==> src/rtl/dtf_pkg.sv <==
// Contract
// - address 1 reads error, writes feature
// - error contents valid; diagnostic code after reset
// - error bits: reserved, then seven causes
// - feature written idle, used at command
// - sector count read/write; zero means 256
// - error leaves remaining sectors in count
// - sector number holds start sector or address
// - error loads failing address into number
// - status read-only; write goes to command
// - status read clears pending interrupt
// - busy always valid; others invalid while busy
// - status bit order busy down to error
// - host writes ignored while busy
// - request changes only while busy, except last
// - idle device changes only live status bits
// - busy or request held until completion
// - busy within 400 ns of triggers
// - ready cleared at power on, held
// - not ready still accepts diagnostic, geometry
// - seek complete frozen after error
// - error state frozen until command or reset
// - linear bit selects block addressing; no linear bit is decoded here, the sector number is passed on unchanged
package dtf_pkg;
  // ****************************************
  // register decode
  // ****************************************
  localparam logic [1:0] CS_CMD_BLOCK = 2'h2;
  localparam logic [2:0] ADDR_ERR_FEAT = 3'h1;
  localparam logic [2:0] ADDR_SEC_CNT = 3'h2;
  localparam logic [2:0] ADDR_SEC_NUM = 3'h3;
  localparam logic [2:0] ADDR_STAT_CMD = 3'h7;
  // status bit positions
  localparam int ST_BUSY_BIT = 7;
  localparam int ST_READY_BIT = 6;
  localparam int ST_FAULT_BIT = 5;
  localparam int ST_SEEK_BIT = 4;
  localparam int ST_DRQ_BIT = 3;
  localparam int ST_CORRECTED_DATA_FLAG_BIT = 2;
  localparam int ST_INDEX_BIT = 1;
  localparam int ST_ERR_BIT = 0;
  // error cause bits 6..0, bit 7 reserved and reads zero
  localparam int ERR_UNCORR_BIT = 6;
  localparam int ERR_MEDIA_CHG_BIT = 5;
  localparam int ERR_ID_MISS_BIT = 4;
  localparam int ERR_CHG_REQ_BIT = 3;
  localparam int ERR_ABORT_BIT = 2;
  localparam int ERR_TRK0_BIT = 1;
  localparam int ERR_AMARK_BIT = 0;
  // reset values
  localparam logic [7:0] REG_RST_VAL = 8'h00;
  localparam logic [8:0] SEC_CNT_FULL = 9'h100;
  // ****************************************
  // timing
  // ****************************************
  localparam int CLK_PERIOD_NS = 8;
  localparam int BUSY_SET_MAX_NS = 400;
  localparam int BUSY_SET_CYC = (BUSY_SET_MAX_NS / CLK_PERIOD_NS) < 1 ? 1 : (BUSY_SET_MAX_NS / CLK_PERIOD_NS);
  // ****************************************
  // carriers
  // ****************************************
  typedef struct packed {
    logic [1:0] cs;
    logic [2:0] addr;
    logic rd;
    logic wr;
    logic [7:0] wdata;
  } dtf_host_t;
  typedef struct packed {
    logic diag_done;
    logic [7:0] diag_code;
    logic drq_set;
    logic block_gap;
    logic last_block;
    logic done;
    logic error;
    logic [6:0] err_bits;
    logic [7:0] remain_cnt;
    logic [7:0] err_sector;
  } dtf_core_t;
  typedef struct packed {
    logic valid;
    logic [7:0] code;
    logic [7:0] feature;
    logic [8:0] sectors;
    logic [7:0] start_sector;
  } dtf_cmd_t;
  typedef struct packed {
    logic ready;
    logic fault;
    logic seek;
    logic corrected_data_flag;
    logic index;
  } dtf_live_t;
endpackage

==> src/rtl/dtf_hold_bit.sv <==
`timescale 1ns/1ns
module dtf_hold_bit import dtf_pkg::*; #(
  parameter bit HOLD_ON_CHANGE = 1'b0
) (
  input wire logic sys_clk_i,
  input wire logic sys_rst_i,
  input wire logic live_i,
  input wire logic freeze_i,
  input wire logic release_i,
  output logic q_o
);
  logic q_ff;
  logic hold_ff;
  logic nxt_q;
  logic nxt_hold;
  // follow the live level unless held; a freeze wins over a release
  always_comb begin
    nxt_q = q_ff;
    nxt_hold = hold_ff;
    if (freeze_i) begin
      nxt_hold = 1'b1;
    end else if (release_i || !hold_ff) begin
      nxt_q = live_i;
      nxt_hold = HOLD_ON_CHANGE && (live_i != q_ff) && !release_i;
    end
  end
  always_ff @(posedge sys_clk_i) begin
    if (sys_rst_i) begin
      q_ff <= 1'b0;
      hold_ff <= 1'b0;
    end else begin
      q_ff <= nxt_q;
      hold_ff <= nxt_hold;
    end
  end
  assign q_o = q_ff;
  // held value must not move until a release
  hold_stable_a: assert property (@(posedge sys_clk_i) disable iff (sys_rst_i)
    hold_ff && !release_i |=> q_ff == $past(q_ff))
    else $error("held status bit changed before status read");
endmodule

==> src/rtl/dtf_intr_pend.sv <==
`timescale 1ns/1ns
module dtf_intr_pend import dtf_pkg::*; (
  input wire logic sys_clk_i,
  input wire logic sys_rst_i,
  input wire logic set_i,
  input wire logic clr_i,
  output logic pend_o
);
  logic pend_ff;
  logic nxt_pend;
  // set wins, so a completion landing on the acknowledging read is kept
  always_comb begin
    nxt_pend = set_i ? 1'b1 : (clr_i ? 1'b0 : pend_ff);
  end
  always_ff @(posedge sys_clk_i) begin
    if (sys_rst_i) begin
      pend_ff <= 1'b0;
    end else begin
      pend_ff <= nxt_pend;
    end
  end
  assign pend_o = pend_ff;
  irq_clear_a: assert property (@(posedge sys_clk_i) disable iff (sys_rst_i)
    clr_i && !set_i |=> !pend_ff)
    else $error("pending interrupt survived status read");
endmodule

==> src/rtl/dtf_task_file.sv <==
`timescale 1ns/1ns
module dtf_task_file import dtf_pkg::*; #(
  parameter logic [7:0] DIAG_CODE_DFLT = 8'h01
) (
  input wire logic sys_clk_i,
  input wire logic sys_rst_i,
  input wire dtf_host_t host_i,
  input wire dtf_core_t core_i,
  input wire dtf_live_t live_i,
  input wire logic soft_reset_bit_i,
  output logic [7:0] rdata_o,
  output logic rdata_oe_o,
  output logic intrq_o,
  output logic busy_flag_o,
  output logic data_request_flag_o,
  output dtf_cmd_t cmd_o
);
  // ****************************************
  // decode
  // ****************************************
  typedef enum logic [1:0] {
    ST_BUSY,
    ST_IDLE,
    ST_XFER
  } dtf_state_t;

  localparam int BUSY_BND = BUSY_SET_CYC;

  // single decode used for the status strobes and every register write hit
  function automatic logic hit(input dtf_host_t h, input logic [2:0] a);
    return (h.cs == CS_CMD_BLOCK) && (h.addr == a);
  endfunction

  dtf_state_t state_ff;
  dtf_state_t nxt_state;
  logic busy_ff;
  logic drq_ff;
  logic nxt_busy;
  logic nxt_drq;
  logic err_ff;
  logic nxt_err;
  logic [6:0] err_rep_ff;
  logic [6:0] nxt_err_rep;
  logic [7:0] feat_ff;
  logic [7:0] nxt_feat;
  logic [7:0] cnt_ff;
  logic [7:0] nxt_cnt;
  logic [7:0] num_ff;
  logic [7:0] nxt_num;
  logic [7:0] diag_ff;
  logic [7:0] nxt_diag;
  logic diag_valid_ff;
  logic nxt_diag_valid;
  logic soft_reset_bit_q_ff;
  dtf_cmd_t cmd_ff;
  dtf_cmd_t nxt_cmd;
  logic [7:0] rdata_ff;
  logic [7:0] nxt_rdata;
  logic rdata_oe_ff;
  logic nxt_rdata_oe;
  logic soft_reset_bit_rise;
  logic cmd_wr;
  logic cmd_accept;
  logic stat_rd;
  logic wr_ok;
  logic complete;
  logic err_complete;
  logic irq_set;
  logic ready_q;
  logic seek_q;
  logic [7:0] status_val;

  // only the command block chip select decodes
  assign stat_rd = host_i.rd && hit(host_i, ADDR_STAT_CMD);
  assign cmd_wr = host_i.wr && hit(host_i, ADDR_STAT_CMD);
  assign wr_ok = host_i.wr && !busy_ff;
  // command starts busy only from idle (neither busy nor request), with the soft reset bit low
  assign cmd_accept = cmd_wr && (state_ff == ST_IDLE) && !soft_reset_bit_i;
  assign soft_reset_bit_rise = soft_reset_bit_i && !soft_reset_bit_q_ff;
  // completion by the engine or by the last pio block
  assign err_complete = (state_ff == ST_BUSY) && core_i.done && core_i.error && !soft_reset_bit_i;
  assign complete = (core_i.done && state_ff == ST_BUSY) || (core_i.last_block && state_ff == ST_XFER);
  assign irq_set = !soft_reset_bit_i && (complete || (state_ff == ST_BUSY && core_i.drq_set));

  // ****************************************
  // busy and data request sequencing
  // ****************************************
  // busy or request stays up from command to completion
  always_comb begin
    nxt_state = state_ff;
    if (soft_reset_bit_rise || soft_reset_bit_i) begin
      nxt_state = ST_BUSY;
    end else begin
      unique case (state_ff)
        ST_BUSY: begin
          if (core_i.done || (core_i.diag_done && !cmd_ff.valid && diag_valid_ff == 1'b0)) begin
            nxt_state = ST_IDLE;
          end else if (core_i.drq_set) begin
            nxt_state = ST_XFER;
          end
        end
        ST_IDLE: begin
          if (cmd_accept) begin
            nxt_state = ST_BUSY;
          end
        end
        ST_XFER: begin
          // last pio block drops request without busy
          if (core_i.last_block) begin
            nxt_state = ST_IDLE;
          end else if (core_i.block_gap) begin
            nxt_state = ST_BUSY;
          end
        end
      endcase
    end
    nxt_busy = (nxt_state == ST_BUSY);
    nxt_drq = (nxt_state == ST_XFER);
  end

  always_ff @(posedge sys_clk_i) begin
    if (sys_rst_i) begin
      state_ff <= ST_BUSY;
      busy_ff <= 1'b1;
      drq_ff <= 1'b0;
      soft_reset_bit_q_ff <= 1'b0;
    end else begin
      state_ff <= nxt_state;
      busy_ff <= nxt_busy;
      drq_ff <= nxt_drq;
      soft_reset_bit_q_ff <= soft_reset_bit_i;
    end
  end

  // ****************************************
  // task file registers
  // ****************************************
  // idle device leaves registers
  // device updates happen only while busy, host loads only when idle
  always_comb begin
    nxt_err = err_ff;
    nxt_err_rep = err_rep_ff;
    nxt_feat = feat_ff;
    nxt_cnt = cnt_ff;
    nxt_num = num_ff;
    nxt_diag = diag_ff;
    nxt_diag_valid = diag_valid_ff;
    // write at error address lands in feature
    if (wr_ok && !drq_ff && hit(host_i, ADDR_ERR_FEAT)) begin
      nxt_feat = host_i.wdata;
    end
    if (wr_ok && !drq_ff && hit(host_i, ADDR_SEC_CNT)) begin
      nxt_cnt = host_i.wdata;
    end
    if (wr_ok && !drq_ff && hit(host_i, ADDR_SEC_NUM)) begin
      nxt_num = host_i.wdata;
    end
    // error state released by a new command
    if (cmd_accept) begin
      nxt_err = 1'b0;
    end
    // diagnostic code after reset or self test
    if (state_ff == ST_BUSY && core_i.diag_done) begin
      nxt_diag = core_i.diag_code;
      nxt_diag_valid = 1'b1;
      nxt_err_rep = core_i.diag_code[6:0];
    end
    if (err_complete) begin
      nxt_err = 1'b1;
      nxt_err_rep = core_i.err_bits;
      nxt_cnt = core_i.remain_cnt;
      nxt_num = core_i.err_sector;
    end
    // software reset also releases the error state
    if (soft_reset_bit_rise) begin
      nxt_err = 1'b0;
      nxt_diag_valid = 1'b0;
    end
  end

  always_ff @(posedge sys_clk_i) begin
    if (sys_rst_i) begin
      err_ff <= 1'b0;
      err_rep_ff <= DIAG_CODE_DFLT[6:0];
      feat_ff <= REG_RST_VAL;
      cnt_ff <= REG_RST_VAL;
      num_ff <= REG_RST_VAL;
      diag_ff <= DIAG_CODE_DFLT;
      diag_valid_ff <= 1'b0;
    end else begin
      err_ff <= nxt_err;
      err_rep_ff <= nxt_err_rep;
      feat_ff <= nxt_feat;
      cnt_ff <= nxt_cnt;
      num_ff <= nxt_num;
      diag_ff <= nxt_diag;
      diag_valid_ff <= nxt_diag_valid;
    end
  end

  // ****************************************
  // command issue
  // ****************************************
  // every code is accepted even while not ready
  always_comb begin
    nxt_cmd = '0;
    nxt_cmd.valid = cmd_accept;
    nxt_cmd.code = host_i.wdata;
    // feature handed over with the code
    nxt_cmd.feature = feat_ff;
    // zero count means full 256 sectors
    nxt_cmd.sectors = (cnt_ff == 8'h00) ? SEC_CNT_FULL : {1'b0, cnt_ff};
    // number passed unchanged, addressing mode decoded downstream
    nxt_cmd.start_sector = num_ff;
  end

  always_ff @(posedge sys_clk_i) begin
    if (sys_rst_i) begin
      cmd_ff <= '0;
    end else begin
      cmd_ff <= nxt_cmd;
    end
  end

  // ****************************************
  // status bits and interrupt
  // ****************************************
  // ready cleared at reset, held after a change until status read
  dtf_hold_bit #(
    .HOLD_ON_CHANGE(1'b1)
  ) u_ready (
    .sys_clk_i(sys_clk_i),
    .sys_rst_i(sys_rst_i),
    .live_i(live_i.ready),
    .freeze_i(1'b0),
    .release_i(stat_rd),
    .q_o(ready_q)
  );

  // seek complete frozen by an error until status read
  dtf_hold_bit #(
    .HOLD_ON_CHANGE(1'b0)
  ) u_seek (
    .sys_clk_i(sys_clk_i),
    .sys_rst_i(sys_rst_i),
    .live_i(live_i.seek),
    .freeze_i(err_complete),
    .release_i(stat_rd),
    .q_o(seek_q)
  );

  dtf_intr_pend u_irq (
    .sys_clk_i(sys_clk_i),
    .sys_rst_i(sys_rst_i),
    .set_i(irq_set),
    .clr_i(stat_rd),
    .pend_o(intrq_o)
  );

  // other bits read zero while busy
  always_comb begin
    status_val = 8'h00;
    status_val[ST_BUSY_BIT] = busy_ff;
    if (!busy_ff) begin
      status_val[ST_READY_BIT] = ready_q;
      status_val[ST_FAULT_BIT] = live_i.fault;
      status_val[ST_SEEK_BIT] = seek_q;
      status_val[ST_DRQ_BIT] = drq_ff;
      status_val[ST_CORRECTED_DATA_FLAG_BIT] = live_i.corrected_data_flag;
      status_val[ST_INDEX_BIT] = live_i.index;
      status_val[ST_ERR_BIT] = err_ff;
    end
  end

  // ****************************************
  // read port
  // ****************************************
  // registered read data, one cycle after the strobe
  always_comb begin
    nxt_rdata = 8'h00;
    nxt_rdata_oe = 1'b0;
    if (host_i.rd && host_i.cs == CS_CMD_BLOCK) begin
      nxt_rdata_oe = 1'b1;
      unique case (host_i.addr)
        // read at shared address returns error report
        ADDR_ERR_FEAT: nxt_rdata = {1'b0, err_rep_ff};
        ADDR_SEC_CNT: nxt_rdata = cnt_ff;
        ADDR_SEC_NUM: nxt_rdata = num_ff;
        // status read-only at the command address
        ADDR_STAT_CMD: nxt_rdata = status_val;
        // other addresses of this block are not answered and leave the bus undriven
        default: nxt_rdata_oe = 1'b0;
      endcase
    end
  end

  always_ff @(posedge sys_clk_i) begin
    if (sys_rst_i) begin
      rdata_ff <= 8'h00;
      rdata_oe_ff <= 1'b0;
    end else begin
      rdata_ff <= nxt_rdata;
      rdata_oe_ff <= nxt_rdata_oe;
    end
  end

  assign rdata_o = rdata_ff;
  assign rdata_oe_o = rdata_oe_ff;
  assign busy_flag_o = busy_ff;
  assign data_request_flag_o = drq_ff;
  assign cmd_o = cmd_ff;

  // ****************************************
  // checks
  // ****************************************
  busy_write_ign_a: assert property (@(posedge sys_clk_i) disable iff (sys_rst_i)
    busy_ff && host_i.wr && !core_i.done |=> cnt_ff == $past(cnt_ff) && feat_ff == $past(feat_ff))
    else $error("register changed by host write while busy");
  cmd_busy_rise_a: assert property (@(posedge sys_clk_i) disable iff (sys_rst_i)
    cmd_accept |-> ##[1:BUSY_BND] busy_ff)
    else $error("busy not raised after command write");
  reset_busy_a: assert property (@(posedge sys_clk_i)
    $past(sys_rst_i) && !sys_rst_i |-> busy_ff)
    else $error("busy not set after reset release");
  drq_change_a: assert property (@(posedge sys_clk_i) disable iff (sys_rst_i)
    $changed(drq_ff) |-> $past(busy_ff) || busy_ff || $past(core_i.last_block))
    else $error("data request changed while not busy");
  err_freeze_a: assert property (@(posedge sys_clk_i) disable iff (sys_rst_i)
    err_ff && !cmd_accept && !soft_reset_bit_rise ##1 1'b1 |-> err_ff && err_rep_ff == $past(err_rep_ff)
      && num_ff == $past(num_ff) || $past(host_i.wr))
    else $error("error state changed while frozen");
  err_read_a: assert property (@(posedge sys_clk_i) disable iff (sys_rst_i)
    host_i.rd && hit(host_i, ADDR_ERR_FEAT) |=> rdata_oe_ff && rdata_ff == {1'b0, $past(err_rep_ff)})
    else $error("error report not returned at shared address");
  other_cs_quiet_a: assert property (@(posedge sys_clk_i) disable iff (sys_rst_i)
    host_i.cs != CS_CMD_BLOCK |=> !rdata_oe_ff)
    else $error("read data driven for foreign chip select");
  busy_mask_a: assert property (@(posedge sys_clk_i) disable iff (sys_rst_i)
    busy_ff |-> status_val == 8'h80)
    else $error("status bits shown while busy");
  cmd_active_a: assert property (@(posedge sys_clk_i) disable iff (sys_rst_i)
    cmd_accept ##1 !complete [*2] |-> busy_ff || drq_ff)
    else $error("neither busy nor request during command");
  zero_count_a: assert property (@(posedge sys_clk_i) disable iff (sys_rst_i)
    cmd_accept && cnt_ff == 8'h00 |=> cmd_ff.sectors == 9'h100)
    else $error("zero count not expanded to 256");
endmodule

==> config.mk <==
export PLATFORM = sky130hd
export DESIGN_NAME = dtf_task_file
export DESIGN_NICKNAME = d
export VERILOG_FILES = /design/src/rtl/dtf_pkg.sv /design/src/rtl/dtf_hold_bit.sv /design/src/rtl/dtf_intr_pend.sv /design/src/rtl/dtf_task_file.sv
export SDC_FILE = /design/constraint.sdc
export NUM_CORES = 1
export LEC_CHECK = 0
export CORE_MARGIN = 2
export CORE_UTILIZATION = 40
export DETAILED_ROUTE_END_ITERATION = 7
export DONT_BUFFER_PORTS = 1
export PLACE_DENSITY = 0.59
export SYNTH_ARGS = -nofsm -noshare
export SYNTH_HDL_FRONTEND = slang
export SYNTH_SLANG_ARGS = --single-unit
==> constraint.sdc <==
create_clock -name sys_clk_i -period 2.2 [get_ports sys_clk_i]
set_input_delay 0.44 -clock sys_clk_i [delete_from_list [all_inputs] [get_ports sys_clk_i]]
set_output_delay 0.44 -clock sys_clk_i [all_outputs]
set_load 0.05 [all_outputs]
==> metrics, run 1 <==
Die Wd 95.68 um; final setup fails 0; period utilisation layout 83.10%; xor/xnor share of the synthesized area 0.2605%; Main synth FF type dfxtp_1; vias in the first global route between 2000 and 2500; Max Cap Violations 0; Adder-Cell Fraction of Synth Area 1.116%; hold_buf cts 0; antenna violation net count after detailed routing 0; Initial Util between 40% and 50%; GRT Util Overall 17.12%; Yosys cell types 46; final instance area ~3600 um2; Pwr Total roughly 0.0030 W; ant diodes 0; reg2reg end err_rep_ff[0]; Post-synth EDFFs 0; Inserted Clock Buffers 9; mux cell area share after synthesis a little over a tenth; Leakage Power ~1.5 nW; crit path kind reg -> reg; Synth area leader dfxtp_1; Nets 394; Hold Fails Final Rpt 0; IO Port Bufs 0; Placed Instances 425; Worst Min Path Start sys_rst_i; unrepaired setup endpoints after global routing false; postcts setup bufs 0; clock latency on the worst-skew pair 0.36 ns; WL/cell 17.06 um; Synth Area in Simple Gates 19.65%; cell area after placement 3450 um2; Synth Register Bits 86; Slew headroom between 60% and 70%; clock sinks 86; largest family of logic cells by synthesized area simple AND/OR/NAND/NOR gates; DRT Pass-1 Iters 4; Initial DRC Count 99; syn_nets 397; Mean Syn Cell Area 10.07 um2; Resize count post-CTS 0; Area Overhead vs Synth 8.485%; share of post-route cells with drive strength above 1 10.45%; pwr/cell area 833.0 nW/um2; clock skew about 0.014 ns; Sum Neg Setup Slack 0 ns; Clock Tree Buf Depth 2; critical path arrival between 2 and 2.5 ns; worst hold path class in -> reg; cells on worst reg2reg path 7; Crit. End Element flip-flop; full die area 9155 um2; status finished clean; ranking of synthesized cells by area dfxtp_1, mux2i_1, nor2b_1; Clock transition at path regs approximately 0.09 ns; core area 8175 um2; peak supply drop 0.0003827 V; global placement routability congestion roughly 0.87; CTS tree yes; H-tree levels 3; routed wire length approximately 7.5 mm; required time of the worst setup path roughly 2.5 ns; synth warn 0; # DRC 0; Least-Margin Pin Slew between 0.5 and 0.6 ns; antenna violations before repair 0; min Tclk post-route 1.828 ns; asr flop ratio synth 0%; via count 2315; Synth Area in Compound Gates 13.17%; Clk Tree Root Cell clkbuf_8; dpl ws 0.3947 ns; reg2reg setup slack between 0.3 and 0.4 ns; f_max 0.5470 GHz; worst reg2reg startpoint state_ff[0]; register area share after synthesis 51.21%; Finished Layout Cells 440; Die H 95.68 um; top cell type's share of synthesized area 51.21%; Synth Cell Area 3362 um2; max-slew violations 0; first-pass GRT wire length 11.48 mm; largest net degree at the start of global routing 77; Worst Hold Depth 1; HPWL Detailed 5.330 mm; via/cell ratio ~5.3; Post-Synthesis Cells 334; CP max FO 15; Final WS setup 0.3717 ns; CP startpoint kind flip-flop; hold endpoint u_irq.pend_o; I/O pins 106; GRT overflow 0; row count 33
==> cells by family after synthesis <==
kind of cell | after synthesis
xor gates and xnor gates | 1
adders and majority gates | 3
DFF | 86
and+or+nand+nor | 124
AOI/OAI and AO/OA | 58
muxes | 35
buffers and inverters | 27
==> worst max-delay path by stage <==
stage,startpoint,end,slack [ns],cells after the start
after floorplan,busy_flag_o,num_ff[6],0.63,4
after global placement,state_ff[0],err_rep_ff[0],0.42,7
after detailed placement,state_ff[0],err_rep_ff[0],0.39,7
after CTS,state_ff[0],err_rep_ff[0],0.38,7
after global routing,state_ff[0],err_rep_ff[0],0.21,7
final,state_ff[0],err_rep_ff[0],0.37,7
==> area by class of cell <==
| type | count | area [um2] |
|---|---|---|
| fill | 809 | 4528 |
| inverter | 6 | 22.52 |
| tap | 105 | 131.4 |
| sequential | 86 | 1722 |
| timing repair buffer | 7 | 65.06 |
| clock inverter | 4 | 56.30 |
| clock buffer | 11 | 141.4 |
| multi-input combinational | 221 | 1509 |
==> placed cells by master (no fill, tap or decap), types with 6 or more instances in the layout <==
master	instances
dfxtp_1	86
nor2_1	41
nor2b_1	37
mux2i_1	28
a211oi_1	17
nand2_1	11
clkbuf_8	10
nand3_1	8
and2_1	8
mux2_2	7
a22oi_1	7
o2bb2ai_1	7
inv_1	6
a21oi_1	6
a311oi_1	6
buf_4	6
==> Yosys cell counts (3+ instances only) <==
library cell and instances:
mux2i_1 28, dfxtp_1 86, buf_2 9, mux2_2 7
nor2_1 41, o21ai_0 5, and2_1 8, a311oi_1 6
nand2_1 11, a21oi_1 6, inv_1 6, nor2b_1 37
o2bb2ai_1 7, a22oi_1 7, a211oi_1 17, nand3_1 8
ha_1 3, clkbuf_1 9
==> registers in the layout, summed over array words and instances (netlist names), 2 cells and up <==
register / flops
feat_ff: 8
rdata_o: 8
cnt_ff: 8
num_ff: 8
cmd_o: 34
state_ff: 2
err_rep_ff: 7
==> through the flow <==
step	hold slack [ns]	util, %
after floorplan	0.4266	-
final	0.1430	44.61
after global placement	0.4476	42.19
after detailed placement	0.4510	42.19
after CTS	0.1302	44.61
after global routing	0.1262	44.61
==> report_power, final <==
| part | total (W) | internal (W) | switching [W] |
|---|---|---|---|
| Clock | 0.00111 | 0.000558 | 0.000551 |
| Sequential | 0.00174 | 0.00162 | 0.000119 |
| Combinational | 0.000190 | 0.0000940 | 0.0000965 |
| Total | 0.00304 | 0.00227 | 0.000767 |
==> critical path, stage by stage, from the launching register on <==
cell,delay [ns]
dfxtp_1,0.35
inv_1,0.09
ha_1,0.39
nand4b_1,0.24
buf_4,0.25
nor2_1,0.09
a21oi_1,0.04
or2_2,0.26
==> metal layers <==
metal	up-vias	GRT usage (%)	share of wire, %
li1	1158	-	-
met1	1070	22.49	45
met2	74	25.41	46
met3	13	5.613	6.6
met4	0	7.857	1.9
met5	-	0	0
No activity file was read; power rests on OpenSTA's default activity.
==> run 2, diff against run 1 <==
Clock period 2.2 ns to 1.7 ns, I/O delays scaled along.
==> metrics, run 2 (same netlist as run 1, synthesis figures left out) <==
required time of the worst setup path 1.95 ns (-0.50 ns); register area 1723 um2 (about the same); via/cell ratio 5.287 (+0.49%); Crit. End Element flip-flop; GRT overflow 0 (unchanged); most frequent cells in the layout dfxtp_1, nor2_1, nor2b_1, mux2i_1, a211oi_1; global placement routability congestion 0.8557 (-1.4%); f_max 0.6209 GHz (+14%); Worst Min Path Start sys_rst_i; CP startpoint kind flip-flop; Final WS setup 0.08936 ns (-0.2824 ns); hold endpoint u_irq.pend_o; status finished clean; clock skew 0.01042 ns (-0.003612 ns); critical path arrival 1.86 ns (-0.22 ns); largest net degree at the start of global routing 77 (unchanged); DRT Pass-1 Iters 4 (unchanged); I/O pins 106 (unchanged); Clk Tree Root Cell clkbuf_8; first-pass GRT wire length 11.81 mm (+2.8%); reg2reg setup slack 0.09 ns (-0.28 ns); commonest non-fill, non-tap cell in the layout dfxtp_1; max-slew violations 0 (unchanged); Die H 95.68 um (unchanged); Clock transition at path regs 0.08 ns (about the same); Area Overhead vs Synth 10.27%; # DRC 0 (unchanged); Hold Fails Final Rpt 0 (unchanged); Leakage Power 1.560 nW (+2.1%); Initial DRC Count 90 (-9.1%); via count 2358 (+1.9%); Max Cap Violations 0 (unchanged); WL/cell 17.71 um (+3.8%); utilization after layout 45.35% (+0.73 points); clock sinks 86 (unchanged); Worst Hold Depth 1 (unchanged); period utilisation layout 94.74% (+12 points); footprint of the multi-input gates 1515 um2 (+0.41%); H-tree levels 3 (unchanged); CP max FO 24 (+9); antenna violation net count after detailed routing 0 (unchanged); reg2reg end err_rep_ff[0]; Sum Neg Setup Slack 0 ns (unchanged); GRT Util Overall 17.44% (+0.32 points); HPWL Detailed 5.350 mm (+0.38%); min Tclk post-route 1.611 ns (-0.2176 ns); unrepaired setup endpoints after global routing false; Filler cells 790 (-2.3%); ant diodes 0 (unchanged); pwr/cell area 1059 nW/um2 (+27%); row count 33 (unchanged); Inserted Clock Buffers 9 (unchanged); vias in the first global route 2224 (+2.0%); Nets 400 (+1.5%); Die Wd 95.68 um (unchanged); Least-Margin Pin Slew 0.5453 ns (-0.02598 ns); IO Port Bufs 0 (unchanged); Largest register FFs 34 (unchanged); clock latency on the worst-skew pair 0.35 ns (about the same); antenna violations before repair 0 (unchanged); Initial Util 41.12% (unchanged); core area 8175 um2 (unchanged); peak supply drop 0.0004013 V (+4.9%); full die area 9155 um2 (unchanged); final setup fails 0 (unchanged); routed wire length 7.899 mm (+5.2%); worst reg2reg startpoint state_ff[0]; Clock Tree Buf Depth 2 (unchanged); Hold Worst Slack 0.05539 ns (-0.08760 ns); Slew headroom 63.60% (+1.8 points); dpl ws 0.1009 ns (-0.2938 ns); crit path kind reg -> reg; share of post-route cells with drive strength above 1 12.61% (+2.2 points); hold_buf cts 0 (unchanged); cells on worst reg2reg path 8 (+1); worst hold path class in -> reg; CTS tree yes
## run 2: cell types whose count changed in the layout (fill, tap and decap cells not counted), sizes merged
cell      before  now
clkinvlp       0    1
buf            7   12
## run 2: cell type report
type,instances,share of cell area [%]
clock buffer,10,3.442
clock inverter,5,1.620
inverter,6,0.6075
multi-input combinational,221,40.87
sequential,86,46.47
tap,105,3.544
timing repair buffer,13,3.442
## run 2: repair_timing
action / CTS / global route
endpoints found under the setup margin: 0 / 4
gates resized for setup: 0 / 3
setup buffers: 0 / 1
endpoints found under the hold margin: 0 / 0
## run 2: worst max-delay path, cell delays in order (launching register included)
cell,delay [ns]
dfxtp_2,0.36
inv_1,0.09
ha_1,0.20
nand4b_1,0.10
buf_4,0.17
clkbuf_16,0.19
nor2_1,0.10
a21oi_1,0.04
or2_2,0.26
## run 2: power by group
group / internal, W / switching, W / leakage, nW
clock: 0.000677 / 0.000734 / 0.0927
combinational: 0.000134 / 0.000133 / 0.765
sequential: 0.00210 / 0.000153 / 0.702
total: 0.00291 / 0.00102 / 1.56
## run 2: how the worst max path moves through the flow
stage          slack (ns)  cells past startpoint             to        start
5_1_grt             0.009                      5    state_ff[0]  state_ff[0]
2_1_floorplan        0.13                      4      num_ff[6]  busy_flag_o
4_1_cts              0.06                      5    state_ff[0]  state_ff[0]
6_report             0.09                      8  err_rep_ff[0]  state_ff[0]
3_5_place_dp         0.10                      6     u_seek.q_o  state_ff[0]
3_3_place_gp         0.15                      5    state_ff[0]  state_ff[0]
## run 2: layer usage
metal	track usage, %	vias up	share of wire [%]
met4	6.786	0	1.5
met2	26.17	71	47
met1	22.99	1098	46
met5	0	-	0
met3	6.008	11	6.0
li1	-	1178	-
## run 2: through the flow
stage | power, W | instance area, um2 | instances
6_report | 0.003927 | 3707 | 446
5_1_grt | 0.004102 | 3707 | 446
4_1_cts | 0.003957 | 3667 | 444
3_5_place_dp | 0.002553 | 3480 | 429
3_3_place_gp | 0.002546 | 3480 | 429
2_1_floorplan | 0.002521 | 3362 | 334
==> run 3, diff against run 2 <==
Settings changed: CORE_UTILIZATION 40 to 62, PLACE_DENSITY 0.59 to 0.83, SYNTH_HIERARCHICAL set to 1.
==> metrics, run 3 <==
Least-Margin Pin Slew 0.5081 ns (-0.03720 ns); switching share of power 25.65% (-0.33 points); Slew headroom 66.00% (+2.4 points); Met1 Wirelength 3.407 mm (-5.3%); Clock Tree Buf Depth 2 (unchanged); row count 27 (-18%); H-tree levels 3 (unchanged); asr flop ratio synth 0% (unchanged); Sum Neg Setup Slack 0 ns (unchanged); register area share after synthesis 50.04% (-1.2 points); core area 5439 um2 (-33%); GRT overflow 0 (unchanged); Post-Synthesis Cells 330 (-1.2%); commonest non-fill, non-tap cell in the layout dfxtp_1; I/O pins 106 (unchanged); f_max 0.6206 GHz (about the same); HPWL Detailed 5.425 mm (+1.4%); antenna violation net count after detailed routing 0 (unchanged); clock skew 0.008696 ns (-0.001723 ns); Clk Tree Root Cell clkbuf_8; synth warn 6 (+6); Synth area leader dfxtp_1; Pwr Total 0.003919 W (-0.21%); worst hold path class in -> reg; Main synth FF type dfxtp_1; Sw Pwr 0.001005 W (-1.5%); via count 2490 (+5.6%); Max Cap Violations 0 (unchanged); period utilisation layout 94.78% (about the same); top cell type's share of synthesized area 50.04% (-1.2 points); Synth Register Bits 86 (unchanged); CTS tree yes; Filler cells 418 (-47%); dpl ws 0.06872 ns (-0.03223 ns); Synth Cell Area 3441 um2 (+2.3%); via/cell ratio 6.000 (+13%); IO Port Bufs 0 (unchanged); pwr/cell area 1043 nW/um2 (-1.5%); # DRC 0 (unchanged); full die area 6161 um2 (-33%); CP max FO 9 (-63%); Hold Worst Slack 0.05583 ns (+0.0004416 ns); met2 WL 3.460 mm (-6.7%); Cell Int Power 0.002914 W (+0.23%); clock latency on the worst-skew pair 0.35 ns (about the same); final setup fails 0 (unchanged); sequential fraction of design power 57.0% (-0.3 points); required time of the worst setup path 1.94 ns (about the same); vias in the first global route 2411 (+8.4%); Leakage Power 1.522 nW (-2.4%); routed wire length 7.624 mm (-3.5%); Die H 78.50 um (-18%); critical path arrival 1.85 ns (about the same); WL/cell 18.37 um (+3.7%); Final WS setup 0.08870 ns (-0.0006577 ns); unrepaired setup endpoints after global routing false; Nets 401 (+0.25%); clock power share 35.6% (-0.3 points); Initial DRC Count 198 (+120%); Area Overhead vs Synth 9.164%; Mean Syn Cell Area 10.43 um2 (+3.6%); global placement routability congestion 0.8331 (-2.6%); status finished clean; Die Wd 78.50 um (-18%); Max Used Layer met4; hold_buf cts 0 (unchanged); first-pass GRT wire length 12.00 mm (+1.6%); max-slew violations 0 (unchanged); clock sinks 86 (unchanged); ranking of synthesized cells by area dfxtp_1, nor2b_1, mux2i_1; largest net degree at the start of global routing 70 (-9.1%); DRT Pass-1 Iters 6 (+2); share of post-route cells with drive strength above 1 13.99% (+1.4 points); antenna violations before repair 0 (unchanged); combinational power share 7.5% (+0.7 points); CP startpoint kind flip-flop; GRT Util Overall 25.60% (+8.2 points); crit path kind reg -> reg; Inserted Clock Buffers 9 (unchanged); most frequent cells in the layout dfxtp_1, nor2b_1, nor2_1, mux2i_1, buf_4; min Tclk post-route 1.611 ns (+0.0006577 ns); ant diodes 0 (unchanged); cell with the most instances after synthesis dfxtp_1; Largest register FFs 34 (unchanged); Crit. End Element flip-flop; Post-synth EDFFs 0 (unchanged); Hold Fails Final Rpt 0 (unchanged); Initial Util 63.26% (+22 points); Yosys cell types 53 (+15%); peak supply drop 0.0007171 V (+79%); met3 wire length 624 um (+33%); Post-synth top cells dfxtp_1, nor2b_1, nor2_1; Clock transition at path regs 0.08 ns (about the same)
run 3: layout make-up:
class                           instances  area (um2)  area share, %
Tap cell                               72       90.09          2.398
Clock inverter                          5       60.06          1.599
Inverter                                9       36.28         0.9660
Clock buffer                           11       131.4          3.498
Multi-Input combinational cell        217        1592          42.37
Sequential cell                        86        1722          45.84
Timing Repair Buffer                   15       125.1          3.331
run 3: logic make-up (layout without fill, tap and decap cells):
kind of cell,Yosys count,count (layout),synth area share [%]
simple gates,114,114,20.04
flops,86,86,50.04
compound gates,70,70,16.55
buf+inv,29,40,4.109
mux,26,26,7.818
fa+ha+maj,3,3,1.091
other cells,1,3,0.1090
xor+xnor,1,1,0.2546
run 3: critical path, stage by stage (launching register included):
cell,delay (ns)
dfxtp_1,0.36
inv_1,0.08
ha_1,0.22
buf_4,0.18
nand2_1,0.13
mux2i_1,0.19
a21oi_1,0.07
or2_2,0.27
run 3: path summary, 6_finish.rpt:
check                            startpoint       endpoint  slack (ns)  depth (start not counted)
worst max-delay path            state_ff[1]  err_rep_ff[0]        0.09                          7
worst min-delay path              sys_rst_i    u_ready/q_o        0.06                          1
worst max register to register  state_ff[1]  err_rep_ff[0]        0.09                          7
worst min register to register   feat_ff[7]      cmd_o[24]        0.47                          1
run 3: stage by stage:
stage	util, %	instances	cell area (um2)
after CTS	68.62	413	3732
after global placement	65.10	397	3541
final	69.06	415	3756
after floorplan	-	332	3448
after global routing	69.06	415	3756
after detailed placement	65.10	397	3541
run 3: power groups by stage:
| stage | clock (W) | combinational, W | sequential, W |
|---|---|---|---|
| after global placement | 0 | 0.000272 | 0.00228 |
| after floorplan | 0 | 0.000247 | 0.00227 |
| after detailed placement | 0 | 0.000283 | 0.00228 |
| after CTS | 0.00140 | 0.000285 | 0.00223 |
| final | 0.00139 | 0.000294 | 0.00223 |
| after global routing | 0.00149 | 0.000325 | 0.00224 |
run 3: what timing repair did:
| action | 4_1_cts | 5_1_grt |
|---|---|---|
| setup endpoints to repair | 0 | 15 |
| gates resized for setup | 0 | 4 |
| buffers inserted | 0 | 2 |
run 3: routing by layer:
| metal | track usage (%) | up-vias |
|---|---|---|
| met3 | 8.851 | 11 |
| met4 | 9.825 | 0 |
| li1 | - | 1185 |
| met5 | 0 | - |
| met2 | 37.07 | 120 |
| met1 | 35.13 | 1174 |
